$ cat config.mk
export PLATFORM = sky130hd
export DESIGN_NAME = drp_reference_profile_regs
export DESIGN_NICKNAME = d
export VERILOG_FILES = /design/src/hw/drp_pkg.sv /design/src/hw/drp_reference_profile_regs.sv
export VERILOG_INCLUDE_DIRS = /design/src /design/src/hw
export SDC_FILE = /design/constraint.sdc
export NUM_CORES = 1
export LEC_CHECK = 0
export BUFFER_PORTS_ARGS = -buffer_cell sky130_fd_sc_hd__buf_2
export CORE_MARGIN = 8
export CORE_UTILIZATION = 40
export DETAILED_ROUTE_END_ITERATION = 10
export GPL_ROUTABILITY_DRIVEN = 0
export PLACE_DENSITY_LB_ADDON = 0.12
export SLEW_MARGIN = 0
export SYNTH_ARGS = -nofsm -noshare
export SYNTH_HDL_FRONTEND = slang
export SYNTH_SLANG_ARGS = --single-unit
$ cat constraint.sdc
create_clock -name clk -period 16.9 [get_ports clk]
set_input_delay 0.845 -clock clk [delete_from_list [all_inputs] [get_ports clk]]
set_output_delay 0.845 -clock clk [all_outputs]
set_load 0.03 [all_outputs]
$ cat src/hw/drp_params.svh
/*
  Constants of the reference profile register bank: register indexes,
  field positions, reset values and address map bounds.
  Assumes it is included by bare name from the package only.
*/
// Behaviour
// RULE1 - Two-bit priority in profile bits 2:1
// RULE2 - Bit 0 enables locking to fourth reference
// RULE3 - 17-bit bandwidth from two bytes plus bit
// RULE4 - Software keeps bandwidth below detector rate/20
// RULE5 - Software avoids under 50 Hz with crystal
// RULE6 - Bit 1 picks normal or high margin
// RULE7 - Software picks high margin above 2 kHz
// RULE8 - 18-bit integer divider stored as ratio minus one
// RULE9 - 24-bit numerator, low byte lowest address
// RULE10 - 24-bit modulus, low byte lowest address
// RULE11 - Reset disables reference, clears every field
// RULE12 - Channel one controls mirror at +0x100
// RULE13 - Channel one sync/distribution mirror at +0x100
// RULE14 - Channel one profiles mirror from 0x540
// RULE15 - Channel two controls, analog loop at +0x200
// RULE16 - Reserved bits read zero, ignore writes
`ifndef DRP_PARAMS_SVH
`define DRP_PARAMS_SVH

// Register indexes of channel zero; byte address is index times four
`define DRP_IDX_PRIO_EN 12'h467
`define DRP_IDX_BW_LOW 12'h468
`define DRP_IDX_BW_MID 12'h469
`define DRP_IDX_BW_TOP_FILT 12'h46a
`define DRP_IDX_INT_LOW 12'h46b
`define DRP_IDX_INT_MID 12'h46c
`define DRP_IDX_INT_TOP 12'h46d
`define DRP_IDX_NUM_LOW 12'h46e
`define DRP_IDX_NUM_MID 12'h46f
`define DRP_IDX_NUM_HIGH 12'h470
`define DRP_IDX_MOD_LOW 12'h471
`define DRP_IDX_MOD_MID 12'h472
`define DRP_IDX_MOD_HIGH 12'h473
// Status register holding the last decoded access
`define DRP_IDX_ACCESS_STATUS 12'h7f0

// Pages of the three channels and the per-channel stride
`define DRP_PAGE_CH0 4'h4
`define DRP_PAGE_CH1 4'h5
`define DRP_PAGE_CH2 4'h6
`define DRP_CHANNEL_STRIDE 12'h100

// Bounds of groups inside one channel page
`define DRP_CTRL_FIRST 8'h00
`define DRP_CTRL_LAST 8'h1e
`define DRP_APLL_FIRST 8'h30
`define DRP_APLL_LAST 8'h33
`define DRP_SYNC_FIRST 8'h34
`define DRP_SYNC_LAST 8'h3e
`define DRP_REFS_FIRST 8'h40
`define DRP_FOURTH_REFERENCE_INPUT_FIRST 8'h67
`define DRP_FOURTH_REFERENCE_INPUT_LAST 8'h73

// Field positions
`define DRP_PRIO_LSB 1
`define DRP_EN_BIT 0
`define DRP_FILT_BIT 1
`define DRP_BW_TOP_BIT 0

// Reset values
`define DRP_RST_PRIO 2'h0
`define DRP_RST_EN 1'b0
`define DRP_RST_FILT 1'b0
`define DRP_RST_BW 17'h00000
`define DRP_RST_INT 18'h00000
`define DRP_RST_FRAC 24'h000000

`endif

$ cat src/hw/drp_pkg.sv
/*
  Types of the reference profile register bank.
  Assumes drp_params.svh sits on the include path.
*/
package drp_pkg;
  `include "drp_params.svh"

  // Decoded settings of the fourth reference for one channel
  typedef struct packed {
    logic [1:0] priorityLevel;
    logic enable;
    logic [16:0] loopBandwidth;
    logic highMarginFilter;
    logic [17:0] intDivMinusOne;
    logic [23:0] fracNumerator;
    logic [23:0] fracModulus;
  } drp_profile_type;

  // Register group an address falls in
  typedef enum logic [2:0] {
    GRP_NONE,
    GRP_CONTROLS,
    GRP_ANALOG_CFG,
    GRP_SYNC_DIST,
    GRP_REF_OTHER,
    GRP_REF_FOURTH,
    GRP_STATUS
  } drp_group_type;

  // Result of one address decode
  typedef struct packed {
    logic [1:0] channel;
    drp_group_type group;
    logic [7:0] low;
  } drp_decode_type;

  // Bus handshake states
  typedef enum logic {
    BUS_IDLE,
    BUS_ANSWER
  } drp_bus_state_type;
endpackage : drp_pkg

$ cat src/hw/drp_reference_profile_regs.sv
/*
  Register bank of the fourth reference profile for three digital loop
  channels, reached over a classic Wishbone slave with 32-bit data.
  Assumes one clock, an asynchronous active-high reset and a master
  that holds each request until it sees ack.
*/
// Decided for this implementation: register access over Wishbone.
`timescale 1ns/1ps

module drp_reference_profile_regs
  import drp_pkg::*;
(
  input wire logic clk,
  input wire logic reset,
  input wire logic wb_cyc_i,
  input wire logic wb_stb_i,
  input wire logic wb_we_i,
  input wire logic [13:0] wb_adr_i,
  input wire logic [3:0] wb_sel_i,
  input wire logic [31:0] wb_dat_i,
  output logic [31:0] wb_dat_o,
  output logic wb_ack_o,
  output drp_profile_type profileChannelZero,
  output drp_profile_type profileChannelOne,
  output drp_profile_type profileChannelTwo
);

  // Classifies a register index into channel and group
  function automatic drp_decode_type decodeIndex(input logic [11:0] idx);
    drp_decode_type d;
    d.low = idx[7:0];
    d.channel = 2'd0;
    d.group = GRP_NONE;
    // Pages of the three channels share one layout
    case (idx[11:8])
      `DRP_PAGE_CH0: begin
        d.channel = 2'd0;
      end
      `DRP_PAGE_CH1: begin
        d.channel = 2'd1; // RULE12
      end
      `DRP_PAGE_CH2: begin
        d.channel = 2'd2; // RULE15
      end
      default: begin
        d.channel = 2'd3;
      end
    endcase
    if (idx == `DRP_IDX_ACCESS_STATUS) begin
      d.group = GRP_STATUS;
      d.channel = 2'd0;
    end else if (d.channel != 2'd3) begin
      // Same low offsets in every page
      if (d.low <= `DRP_CTRL_LAST) begin
        d.group = GRP_CONTROLS; // RULE12
      end else if (d.low >= `DRP_APLL_FIRST && d.low <= `DRP_APLL_LAST) begin
        d.group = GRP_ANALOG_CFG; // RULE15
      end else if (d.low >= `DRP_SYNC_FIRST && d.low <= `DRP_SYNC_LAST) begin
        d.group = GRP_SYNC_DIST; // RULE13
      end else if (d.low >= `DRP_REFS_FIRST && d.low < `DRP_FOURTH_REFERENCE_INPUT_FIRST) begin
        d.group = GRP_REF_OTHER; // RULE14
      end else if (d.low >= `DRP_FOURTH_REFERENCE_INPUT_FIRST && d.low <= `DRP_FOURTH_REFERENCE_INPUT_LAST) begin
        d.group = GRP_REF_FOURTH; // RULE14
      end else begin
        d.group = GRP_NONE;
      end
    end
    return d;
  endfunction : decodeIndex

  // Returns one byte of a profile by its channel-zero low offset
  function automatic logic [7:0] readByte(
    input drp_profile_type p,
    input logic [7:0] low
  );
    logic [7:0] b;
    b = 8'h00;
    // Reserved bits stay zero on every byte
    case ({4'h4, low})
      `DRP_IDX_PRIO_EN: begin
        b = {5'h00, p.priorityLevel, p.enable}; // RULE16
      end
      `DRP_IDX_BW_LOW: begin
        b = p.loopBandwidth[7:0];
      end
      `DRP_IDX_BW_MID: begin
        b = p.loopBandwidth[15:8];
      end
      `DRP_IDX_BW_TOP_FILT: begin
        b = {6'h00, p.highMarginFilter, p.loopBandwidth[16]}; // RULE16
      end
      `DRP_IDX_INT_LOW: begin
        b = p.intDivMinusOne[7:0];
      end
      `DRP_IDX_INT_MID: begin
        b = p.intDivMinusOne[15:8];
      end
      `DRP_IDX_INT_TOP: begin
        b = {6'h00, p.intDivMinusOne[17:16]}; // RULE16
      end
      `DRP_IDX_NUM_LOW: begin
        b = p.fracNumerator[7:0];
      end
      `DRP_IDX_NUM_MID: begin
        b = p.fracNumerator[15:8];
      end
      `DRP_IDX_NUM_HIGH: begin
        b = p.fracNumerator[23:16];
      end
      `DRP_IDX_MOD_LOW: begin
        b = p.fracModulus[7:0];
      end
      `DRP_IDX_MOD_MID: begin
        b = p.fracModulus[15:8];
      end
      `DRP_IDX_MOD_HIGH: begin
        b = p.fracModulus[23:16];
      end
      default: begin
        b = 8'h00;
      end
    endcase
    return b;
  endfunction : readByte

  // Returns the profile with one byte written in
  function automatic drp_profile_type writeByte(
    input drp_profile_type p,
    input logic [7:0] low,
    input logic [7:0] d
  );
    drp_profile_type q;
    q = p;
    case ({4'h4, low})
      `DRP_IDX_PRIO_EN: begin
        q.priorityLevel = d[`DRP_PRIO_LSB +: 2]; // RULE1
        q.enable = d[`DRP_EN_BIT]; // RULE2
      end
      `DRP_IDX_BW_LOW: begin
        q.loopBandwidth[7:0] = d; // RULE3
      end
      `DRP_IDX_BW_MID: begin
        q.loopBandwidth[15:8] = d; // RULE3
      end
      `DRP_IDX_BW_TOP_FILT: begin
        q.loopBandwidth[16] = d[`DRP_BW_TOP_BIT]; // RULE3
        q.highMarginFilter = d[`DRP_FILT_BIT]; // RULE6
      end
      `DRP_IDX_INT_LOW: begin
        q.intDivMinusOne[7:0] = d; // RULE8
      end
      `DRP_IDX_INT_MID: begin
        q.intDivMinusOne[15:8] = d; // RULE8
      end
      `DRP_IDX_INT_TOP: begin
        q.intDivMinusOne[17:16] = d[1:0]; // RULE8
      end
      `DRP_IDX_NUM_LOW: begin
        q.fracNumerator[7:0] = d; // RULE9
      end
      `DRP_IDX_NUM_MID: begin
        q.fracNumerator[15:8] = d; // RULE9
      end
      `DRP_IDX_NUM_HIGH: begin
        q.fracNumerator[23:16] = d; // RULE9
      end
      `DRP_IDX_MOD_LOW: begin
        q.fracModulus[7:0] = d; // RULE10
      end
      `DRP_IDX_MOD_MID: begin
        q.fracModulus[15:8] = d; // RULE10
      end
      `DRP_IDX_MOD_HIGH: begin
        q.fracModulus[23:16] = d; // RULE10
      end
      default: begin
        q = p;
      end
    endcase
    return q;
  endfunction : writeByte

  // Reset contents of one profile
  function automatic drp_profile_type resetProfile();
    drp_profile_type r;
    r.priorityLevel = `DRP_RST_PRIO;
    r.enable = `DRP_RST_EN;
    r.loopBandwidth = `DRP_RST_BW;
    r.highMarginFilter = `DRP_RST_FILT;
    r.intDivMinusOne = `DRP_RST_INT;
    r.fracNumerator = `DRP_RST_FRAC;
    r.fracModulus = `DRP_RST_FRAC;
    return r;
  endfunction : resetProfile

  // Profiles of channels zero, one and two
  drp_profile_type profile [3];
  drp_profile_type next_profile [3];
  // Handshake state
  drp_bus_state_type busState;
  drp_bus_state_type next_busState;
  // Registered answer
  logic ack;
  logic next_ack;
  logic [31:0] readData;
  logic [31:0] next_readData;
  // Channel and group of the last answered access
  drp_decode_type lastAccess;
  drp_decode_type next_lastAccess;
  // Decode of the current request
  drp_decode_type req;

  // Current request decode
  assign req = decodeIndex(wb_adr_i[13:2]);

  // Next state of the bus slave and the register file
  always_comb begin
    next_profile = profile;
    next_busState = busState;
    next_ack = 1'b0;
    next_readData = 32'h00000000;
    next_lastAccess = lastAccess;
    case (busState)
      // Take a request and present its read data with ack
      BUS_IDLE: begin
        if (wb_cyc_i && wb_stb_i) begin
          next_ack = 1'b1;
          next_busState = BUS_ANSWER;
          if (req.group == GRP_REF_FOURTH) begin
            next_readData = {24'h000000, readByte(profile[req.channel], req.low)}; // RULE14
          end else if (req.group == GRP_STATUS) begin
            next_readData = {19'h00000, lastAccess.channel, lastAccess.group, lastAccess.low};
          end else begin
            // Mirrored groups not held here and unmapped addresses read zero
            next_readData = 32'h00000000;
          end
        end
      end
      // Ack is high now; the write lands on this edge
      BUS_ANSWER: begin
        next_busState = BUS_IDLE;
        if (wb_cyc_i && wb_stb_i) begin
          next_lastAccess = req;
          if (wb_we_i && wb_sel_i[0] && req.group == GRP_REF_FOURTH) begin
            next_profile[req.channel] = writeByte(profile[req.channel], req.low, wb_dat_i[7:0]); // RULE14
          end
        end
      end
      default: begin
        next_busState = BUS_IDLE;
      end
    endcase
  end

  // Registers of the bus slave and the register file
  always_ff @(posedge clk or posedge reset) begin
    if (reset) begin
      for (int i = 0; i < 3; i++) begin
        profile[i] <= resetProfile(); // RULE11
      end
      busState <= BUS_IDLE;
      ack <= 1'b0;
      readData <= 32'h00000000;
      lastAccess <= '{channel: 2'd0, group: GRP_NONE, low: 8'h00};
    end else begin
      profile <= next_profile;
      busState <= next_busState;
      ack <= next_ack;
      readData <= next_readData;
      lastAccess <= next_lastAccess;
    end
  end

  // Outputs straight from flip-flops
  assign wb_ack_o = ack;
  assign wb_dat_o = readData;
  assign profileChannelZero = profile[0];
  assign profileChannelOne = profile[1]; // RULE12
  assign profileChannelTwo = profile[2]; // RULE15

endmodule : drp_reference_profile_regs

=== Word-level counts from Yosys, hierarchy flattened ===
Cells that the tools add are included.

* Memories: 0
* Register bits: 308
* Logic and storage cells: 149
* Output and inout bits: 294
* Memory bits (writable): 0
* Memory bits (read-only): 0
* Latch bits: 0

* Order comparisons: 11
* Shift operators: 0
* Equal/unequal tests: 20
* Add/sub/neg operators: 0
* Reductions and logical operators: 10
* Muxes and demuxes: 79
* $mul: 0
* Bitwise logic cells: 2
* Div/mod/pow operators: 0

{| class="wikitable"
|+ Operators by type and width
! cell !! count
|-
| 2-to-1 mux 8 bit || 40
|-
| bitwise mux 261 bit || 1
|-
| 2-to-1 mux 87 bit || 3
|-
| binary-select mux 87 bit (select 2 bit) || 1
|-
| demux 87 bit (select 2 bit) || 1
|-
| equality test 8 x 7 -> 1 bit (second input constant) || 13
|-
| case mux 8 bit (13 select lines) || 1
|-
| 2-to-1 mux 13 bit || 4
|-
| 2-to-1 mux 3 bit || 11
|-
| >= comparator 8 x 6 -> 1 bit (second input constant) || 2
|-
| >= comparator 8 x 7 -> 1 bit (second input constant) || 2
|-
| less-or-equal comparator 8 x 6 -> 1 bit (second input constant) || 2
|-
| equality test 12 x 11 -> 1 bit (second input constant) || 1
|-
| equality test 4 x 3 -> 1 bit (second input constant) || 3
|-
| 2-to-1 mux 1 bit || 10
|-
| 2-to-1 mux 2 bit || 5
|-
| less-or-equal comparator 8 x 5 -> 1 bit (second input constant) || 1
|-
| less-or-equal comparator 8 x 7 -> 1 bit (second input constant) || 1
|-
| logical AND 1 bit || 8
|-
| < comparator 8 x 7 -> 1 bit (second input constant) || 1
|-
| equality test 3 bit (second input constant) || 2
|-
| case mux 2 bit (3 select lines) || 1
|-
| >= comparator 3 bit (second input constant) || 1
|-
| < comparator 3 x 1 -> 1 bit (second input constant) || 1
|-
| 6 further kinds || 6
|}

=== Depth between registers and ports, before layout ===
* Depth after elaboration: 15
* Depth in mapped cells: 12
* Depth with buffers taken out: 7

=== Worst setup path before layout ===
Ideal clock, no wire load.

* Path type: input to register
* Start: input port wb_adr_i[3]
* End: register readData[5] (netlist: wb_dat_o[5])
* Slack: 13.984 ns
* Required time: 16.762 ns
* Library setup time: 0.138 ns
* Data arrival time: 2.777 ns
* Buffers on the path: 4
* Stages on the path: 10
* Cells stage by stage: buf_2 > or2_0 > buf_2 > nor4_4 > nor2_2 > buf_2 > buf_2 > o221a_2 > a222oi_1 > a31oi_1

* Word-level cells in the longest chain between the ends: 14

{| class="wikitable"
|+ RTL lines
! element !! RTL line !! RTL
|-
| from (decl) || drp_reference_profile_regs.sv:18 || <nowiki>input wire logic [13:0] wb_adr_i,</nowiki>
|-
| >= comparator 8 x 7 -> 1 bit (no source line) or less-or-equal comparator 8 x 7 -> 1 bit (tied branches) || -- ||
|-
| logical AND 1 bit (no source line) || -- ||
|-
| 2-to-1 mux 3 bit || drp_reference_profile_regs.sv:62 || <nowiki>end else if (d.low >= `DRP_FOURTH_REFERENCE_INPUT_FIRST && d.low <= `DRP_FOURTH_REFERENCE_INPUT_LAST) begin</nowiki>
|-
| 2-to-1 mux 3 bit || drp_reference_profile_regs.sv:60 || <nowiki>end else if (d.low >= `DRP_REFS_FIRST && d.low < `DRP_FOURTH_REFERENCE_INPUT_FIRST) begin</nowiki>
|-
| 2-to-1 mux 3 bit || drp_reference_profile_regs.sv:58 || <nowiki>end else if (d.low >= `DRP_SYNC_FIRST && d.low <= `DRP_SYNC_LAST) begin</nowiki>
|-
| 2-to-1 mux 3 bit || drp_reference_profile_regs.sv:56 || <nowiki>end else if (d.low >= `DRP_APLL_FIRST && d.low <= `DRP_APLL_LAST) begin</nowiki>
|-
| 2-to-1 mux 3 bit || drp_reference_profile_regs.sv:54 || <nowiki>if (d.low <= `DRP_CTRL_LAST) begin</nowiki>
|-
| 2-to-1 mux 3 bit || drp_reference_profile_regs.sv:52 || <nowiki>end else if (d.channel != 2'd3) begin</nowiki>
|-
| 2-to-1 mux 3 bit || drp_reference_profile_regs.sv:49 || <nowiki>if (idx == `DRP_IDX_ACCESS_STATUS) begin</nowiki>
|-
| equality test 3 bit || drp_reference_profile_regs.sv:231 || <nowiki>end else if (req.group == GRP_STATUS) begin</nowiki>
|-
| 2-to-1 mux 13 bit || drp_reference_profile_regs.sv:231 ||
|-
| 2-to-1 mux 13 bit (*) || drp_reference_profile_regs.sv:229 || <nowiki>if (req.group == GRP_REF_FOURTH) begin</nowiki>
|-
| 2-to-1 mux 13 bit (*) || drp_reference_profile_regs.sv:226 || <nowiki>if (wb_cyc_i && wb_stb_i) begin</nowiki>
|-
| 2-to-1 mux 13 bit (*) || drp_reference_profile_regs.sv:223 || <nowiki>case (busState)</nowiki>
|-
| named net next_readData[5] || drp_reference_profile_regs.sv:206 || <nowiki>logic [31:0] next_readData;</nowiki>
|-
| to (signal assigned) || drp_reference_profile_regs.sv:269 || <nowiki>readData <= next_readData;</nowiki>
|-
| to (decl) || drp_reference_profile_regs.sv:205 || <nowiki>logic [31:0] readData;</nowiki>
|}

The timed path passes the listed nets; every way through them passes the cells marked *. The select of a mux whose other input is x is not followed.
A chain may end at the register's enable or synchronous reset.

=== Worst setup path after layout ===
* Start: input port wb_adr_i[11]
* End: register profile (netlist bit profileChannelZero[55])

* Word-level cells in the longest chain between the ends: 12

{| class="wikitable"
|+ RTL lines
! element !! RTL line !! RTL
|-
| equality test 4 x 3 -> 1 bit || drp_reference_profile_regs.sv:35 || <nowiki>case (idx[11:8])</nowiki>
|-
| case mux 2 bit (3 select lines) || drp_reference_profile_regs.sv:35 ||
|-
| 2-to-1 mux 2 bit || drp_reference_profile_regs.sv:49 ||
|-
| inverter 2 -> 3 bit (not written as such) || drp_reference_profile_regs.sv:245 || <nowiki>next_profile[req.channel] = writeByte(profile[req.channel], req.low, wb_dat_i[7:0]);</nowiki>
|-
| binary-select mux 87 bit (select 2 bit) || drp_reference_profile_regs.sv:245 ||
|-
| 2-to-1 mux 87 bit (not written as such) (2 in series) || drp_reference_profile_regs.sv:245 ||
|-
| 2-to-1 mux 8 bit || drp_reference_profile_regs.sv:134 || <nowiki>case ({4'h4, low})</nowiki>
|-
| 2-to-1 mux 8 bit || drp_reference_profile_regs.sv:244 || <nowiki>if (wb_we_i && wb_sel_i[0] && req.group == GRP_REF_FOURTH) begin</nowiki>
|-
| 2-to-1 mux 8 bit || drp_reference_profile_regs.sv:242 || <nowiki>if (wb_cyc_i && wb_stb_i) begin</nowiki>
|-
| 2-to-1 mux 8 bit || drp_reference_profile_regs.sv:223 ||
|-
| bitwise mux 261 bit || drp_reference_profile_regs.sv:245 ||
|-
| to (signal, indexed assignment) || drp_reference_profile_regs.sv:259 || <nowiki>profile[i] <= resetProfile();</nowiki>
|-
| to (signal assigned) || drp_reference_profile_regs.sv:266 || <nowiki>profile <= next_profile;</nowiki>
|-
| to (decl) || drp_reference_profile_regs.sv:197 || <nowiki>drp_profile_type profile [3];</nowiki>
|}

Several ways; a longest one is shown, not always the timed one. The select of a mux whose other input is x is not followed.

==> impl_metrics.json <==
{
  "critical_path_required_ps": 17300,
  "cp_common_cell": "buf_4",
  "fmax_ghz": 0.2125,
  "r2r_start": "wb_ack_o$_DFF_PP0_",
  "cap_violations": 0,
  "vias_per_cell": 5.826,
  "die-width_um": 206.2,
  "tightest_slew_ps": 1229,
  "wirelength_um": 62060,
  "grt_setup_unrepaired": "false",
  "finalCriticalPeriod_ps": 4707,
  "critical_path_arrival_ps": 5110,
  "htreeDepth": 2,
  "crit_path_start_kind": "primary input",
  "synth_area_per_cell_um2": 8.851,
  "mostFrequentLayoutCells": "o21ai_0, nand2_1, buf_2",
  "drcViolationCount": 0,
  "final_common_cell": "o21ai_0",
  "ctsRootBufferMaster": "clkbuf_16",
  "fin_crit_sh_pct": 27.85,
  "postCtsSetupRepairBufs": 0,
  "dp_slack_ps": 11780,
  "num_rows": 69,
  "vdd_drop_max_mv": 0.05943,
  "ctsHoldBuffers": 0,
  "die_y_um": 206.2,
  "setup_viol": 0,
  "drt-wirelength-per-cell_um": 26.53,
  "crit_fanout": 91,
  "nets": 1909,
  "clock_latency_ps": 520,
  "ant_nets": 0,
  "fin_skew_ps": 18.91,
  "status": "finished clean",
  "synth_area_um2": 14460,
  "setup_ws_ps": 12190,
  "cp_slowest_cell": "buf_4",
  "slew_violations": 0,
  "ys_seq_area_share_pct": 49.83,
  "grt.total_usage_pct": 28.43,
  "setup_tns_ps": 0,
  "grt_pass1_vias": 13040,
  "hold_viol": 0,
  "synth_edf_count": 0,
  "drive_gt1_share_pct": 22.96,
  "grt_overflow_total": 0,
  "slew_headroom_pct": 17.29,
  "power.leakage_nw": 8.453,
  "cp-end-kind": "flip-flop",
  "cts_tree": "done",
  "drtIter0Drc": 1218,
  "syn_inst": 1634,
  "powerDensity_nw_per_um2": 88.16,
  "initial_core_util_pct": 40.66,
  "reg2reg_slack_ps": 13210,
  "yosys_warnings": 0,
  "yosysUniqueCellTypes": 60,
  "nFillCells": 3532,
  "ys.flop_type": "dfrtp_1",
  "cts.clk_slew.worst_paths_ps": 60,
  "ctsResizeCount": 0,
  "clock-sinks": 288,
  "antenna_found_initial": 0,
  "cpPeakStageDelay_ps": 780,
  "path_cells": "buf_2 -> buf_4 -> clkinv_2 -> nand3_1 -> nand2_1 -> nand3_4 -> buf_4 -> mux2_2",
  "num_vias": 13630,
  "rr_endpoint": "profileChannelZero[55]$_DFFE_PP0P_",
  "die_area_um2": 42500,
  "cts_buffers": 34,
  "num_io_pins": 349,
  "grt_pass1_wl_um": 90190,
  "coreArea_um2": 35570,
  "grt_start_max_net_pins": 162,
  "min-delay-path-class": "in -> async",
  "synth-seq-cells": 288,
  "critical_path_class": "in -> reg",
  "reg2reg_depth": 5,
  "place_hpwl_um": 42160,
  "clock_path_buffers": 3,
  "synthArstFlopShare_pct": 100.0,
  "syn2layout_area_growth_pct": 19.09,
  "dr.pass1.iters": 5,
  "portBuffers": 300
}
-- synthesized netlist by cell type (all sizes together), types with 2 or more instances --
master / number / area, um2
o21a: 4 / 30.03
dfrtp: 288 / 7207
nor3: 21 / 105.1
and4: 2 / 17.52
a311oi: 4 / 35.03
o21ai: 332 / 1662
o32ai: 4 / 35.03
clkbuf: 93 / 349.1
nand2: 321 / 1205
or3: 2 / 12.51
o2bb2ai: 4 / 35.03
a211oi: 12 / 90.09
or2: 2 / 12.52
a211o: 2 / 17.52
a221oi: 15 / 131.4
nor4: 11 / 83.83
nand4: 5 / 31.28
and2: 2 / 12.51
nand4bb: 2 / 22.52
a21o: 35 / 262.8
mux2i: 43 / 430.4
buf: 63 / 349.1
nand2b: 8 / 50.05
inv: 28 / 105.1
a31oi: 6 / 37.54
a22o: 6 / 52.55
o221ai: 15 / 131.4
o41ai: 2 / 17.52
a2bb2oi: 8 / 70.07
o22ai: 7 / 43.79
a22oi: 18 / 135.1
nand3: 12 / 60.06
nor2: 78 / 295.3
nor2b: 9 / 56.30
and3: 9 / 56.30
o221a: 8 / 90.08
o22a: 3 / 26.28
a221o: 3 / 30.03
a21oi: 88 / 440.4
o31ai: 4 / 30.03
mux2: 42 / 473.0
-- worst max-delay path by stage --
stage	slack [ps]	end	cells after the start	start
after floorplan	8110	lastAccess[0]$_DFFE_PP0P_	1	reset
after global placement	11800	profileChannelZero[55]$_DFFE_PP0P_	8	wb_adr_i[11]
after detailed placement	11780	profileChannelZero[55]$_DFFE_PP0P_	8	wb_adr_i[11]
after CTS	12310	profileChannelZero[55]$_DFFE_PP0P_	8	wb_adr_i[11]
after global routing	12090	profileChannelZero[55]$_DFFE_PP0P_	8	wb_adr_i[11]
final	12190	profileChannelZero[55]$_DFFE_PP0P_	8	wb_adr_i[11]
-- sequential cells by signal, indices dropped and copies added (netlist names) --
signal and flops:
lastAccess 13, profileChannelZero 87, wb_dat_o 13, profileChannelOne 87
profileChannelTwo 87, wb_ack_o 1
-- kinds of logic (layout without fill, tap and decap cells) --
kind of cell / after synthesis / in the layout / share of synthesized area [%]
flops: 288 / 288 / 49.83
mux: 85 / 85 / 6.246
simple gates: 489 / 489 / 14.32
buf+inv: 184 / 409 / 5.554
other cells: 1 / 20 / 0.02593
compound gates: 587 / 587 / 24.02
-- stage by stage --
stage	std cells	instance area [um2]	util, %	hold slack [ps]	total power, mW
2_1_floorplan	1652	14530	-	440.3	0.7720
3_3_place_gp	2279	16140	45.38	454.6	0.8035
3_5_place_dp	2279	16140	45.38	463.0	0.8045
4_1_cts	2338	17220	48.42	475.8	1.528
5_1_grt	2338	17220	48.42	510.1	1.565
6_report	2339	17220	48.42	461.3	1.518
-- layout make-up --
type / count / area (um2) / share of cell area, %
diodes: 1 / 2.502 / 0.01453
clock buffers: 49 / 968.4 / 5.623
clock inverters: 10 / 111.4 / 0.6465
inverters: 28 / 113.9 / 0.6610
multi-input cells: 1180 / 6565 / 38.12
flip-flops and latches: 288 / 7207 / 41.84
well taps: 461 / 576.8 / 3.349
repair buffers: 322 / 1679 / 9.749
-- critical path: cells and delay by family --
kind                   cells  cell delay (ps)
multiplexers               1              410
AND/OR/NAND/NOR            3             1420
buffers and inverters      4             2150
-- routing by layer --
metal  track usage [%]  up-vias  part of all wire (%)
met5                 0        -                     0
met4             10.29        0                   3.9
met3             8.918      121                    11
met2             43.29      646                    44
met1             37.66     6668                    41
li1                  -     6193                     -
-- power by group --
group	switching (mW)	internal [mW]	total [mW]
registers	0.00288	0.696	0.699
clock network	0.296	0.429	0.726
logic	0.0739	0.0203	0.0942
Power figures use the tool's default switching activity.
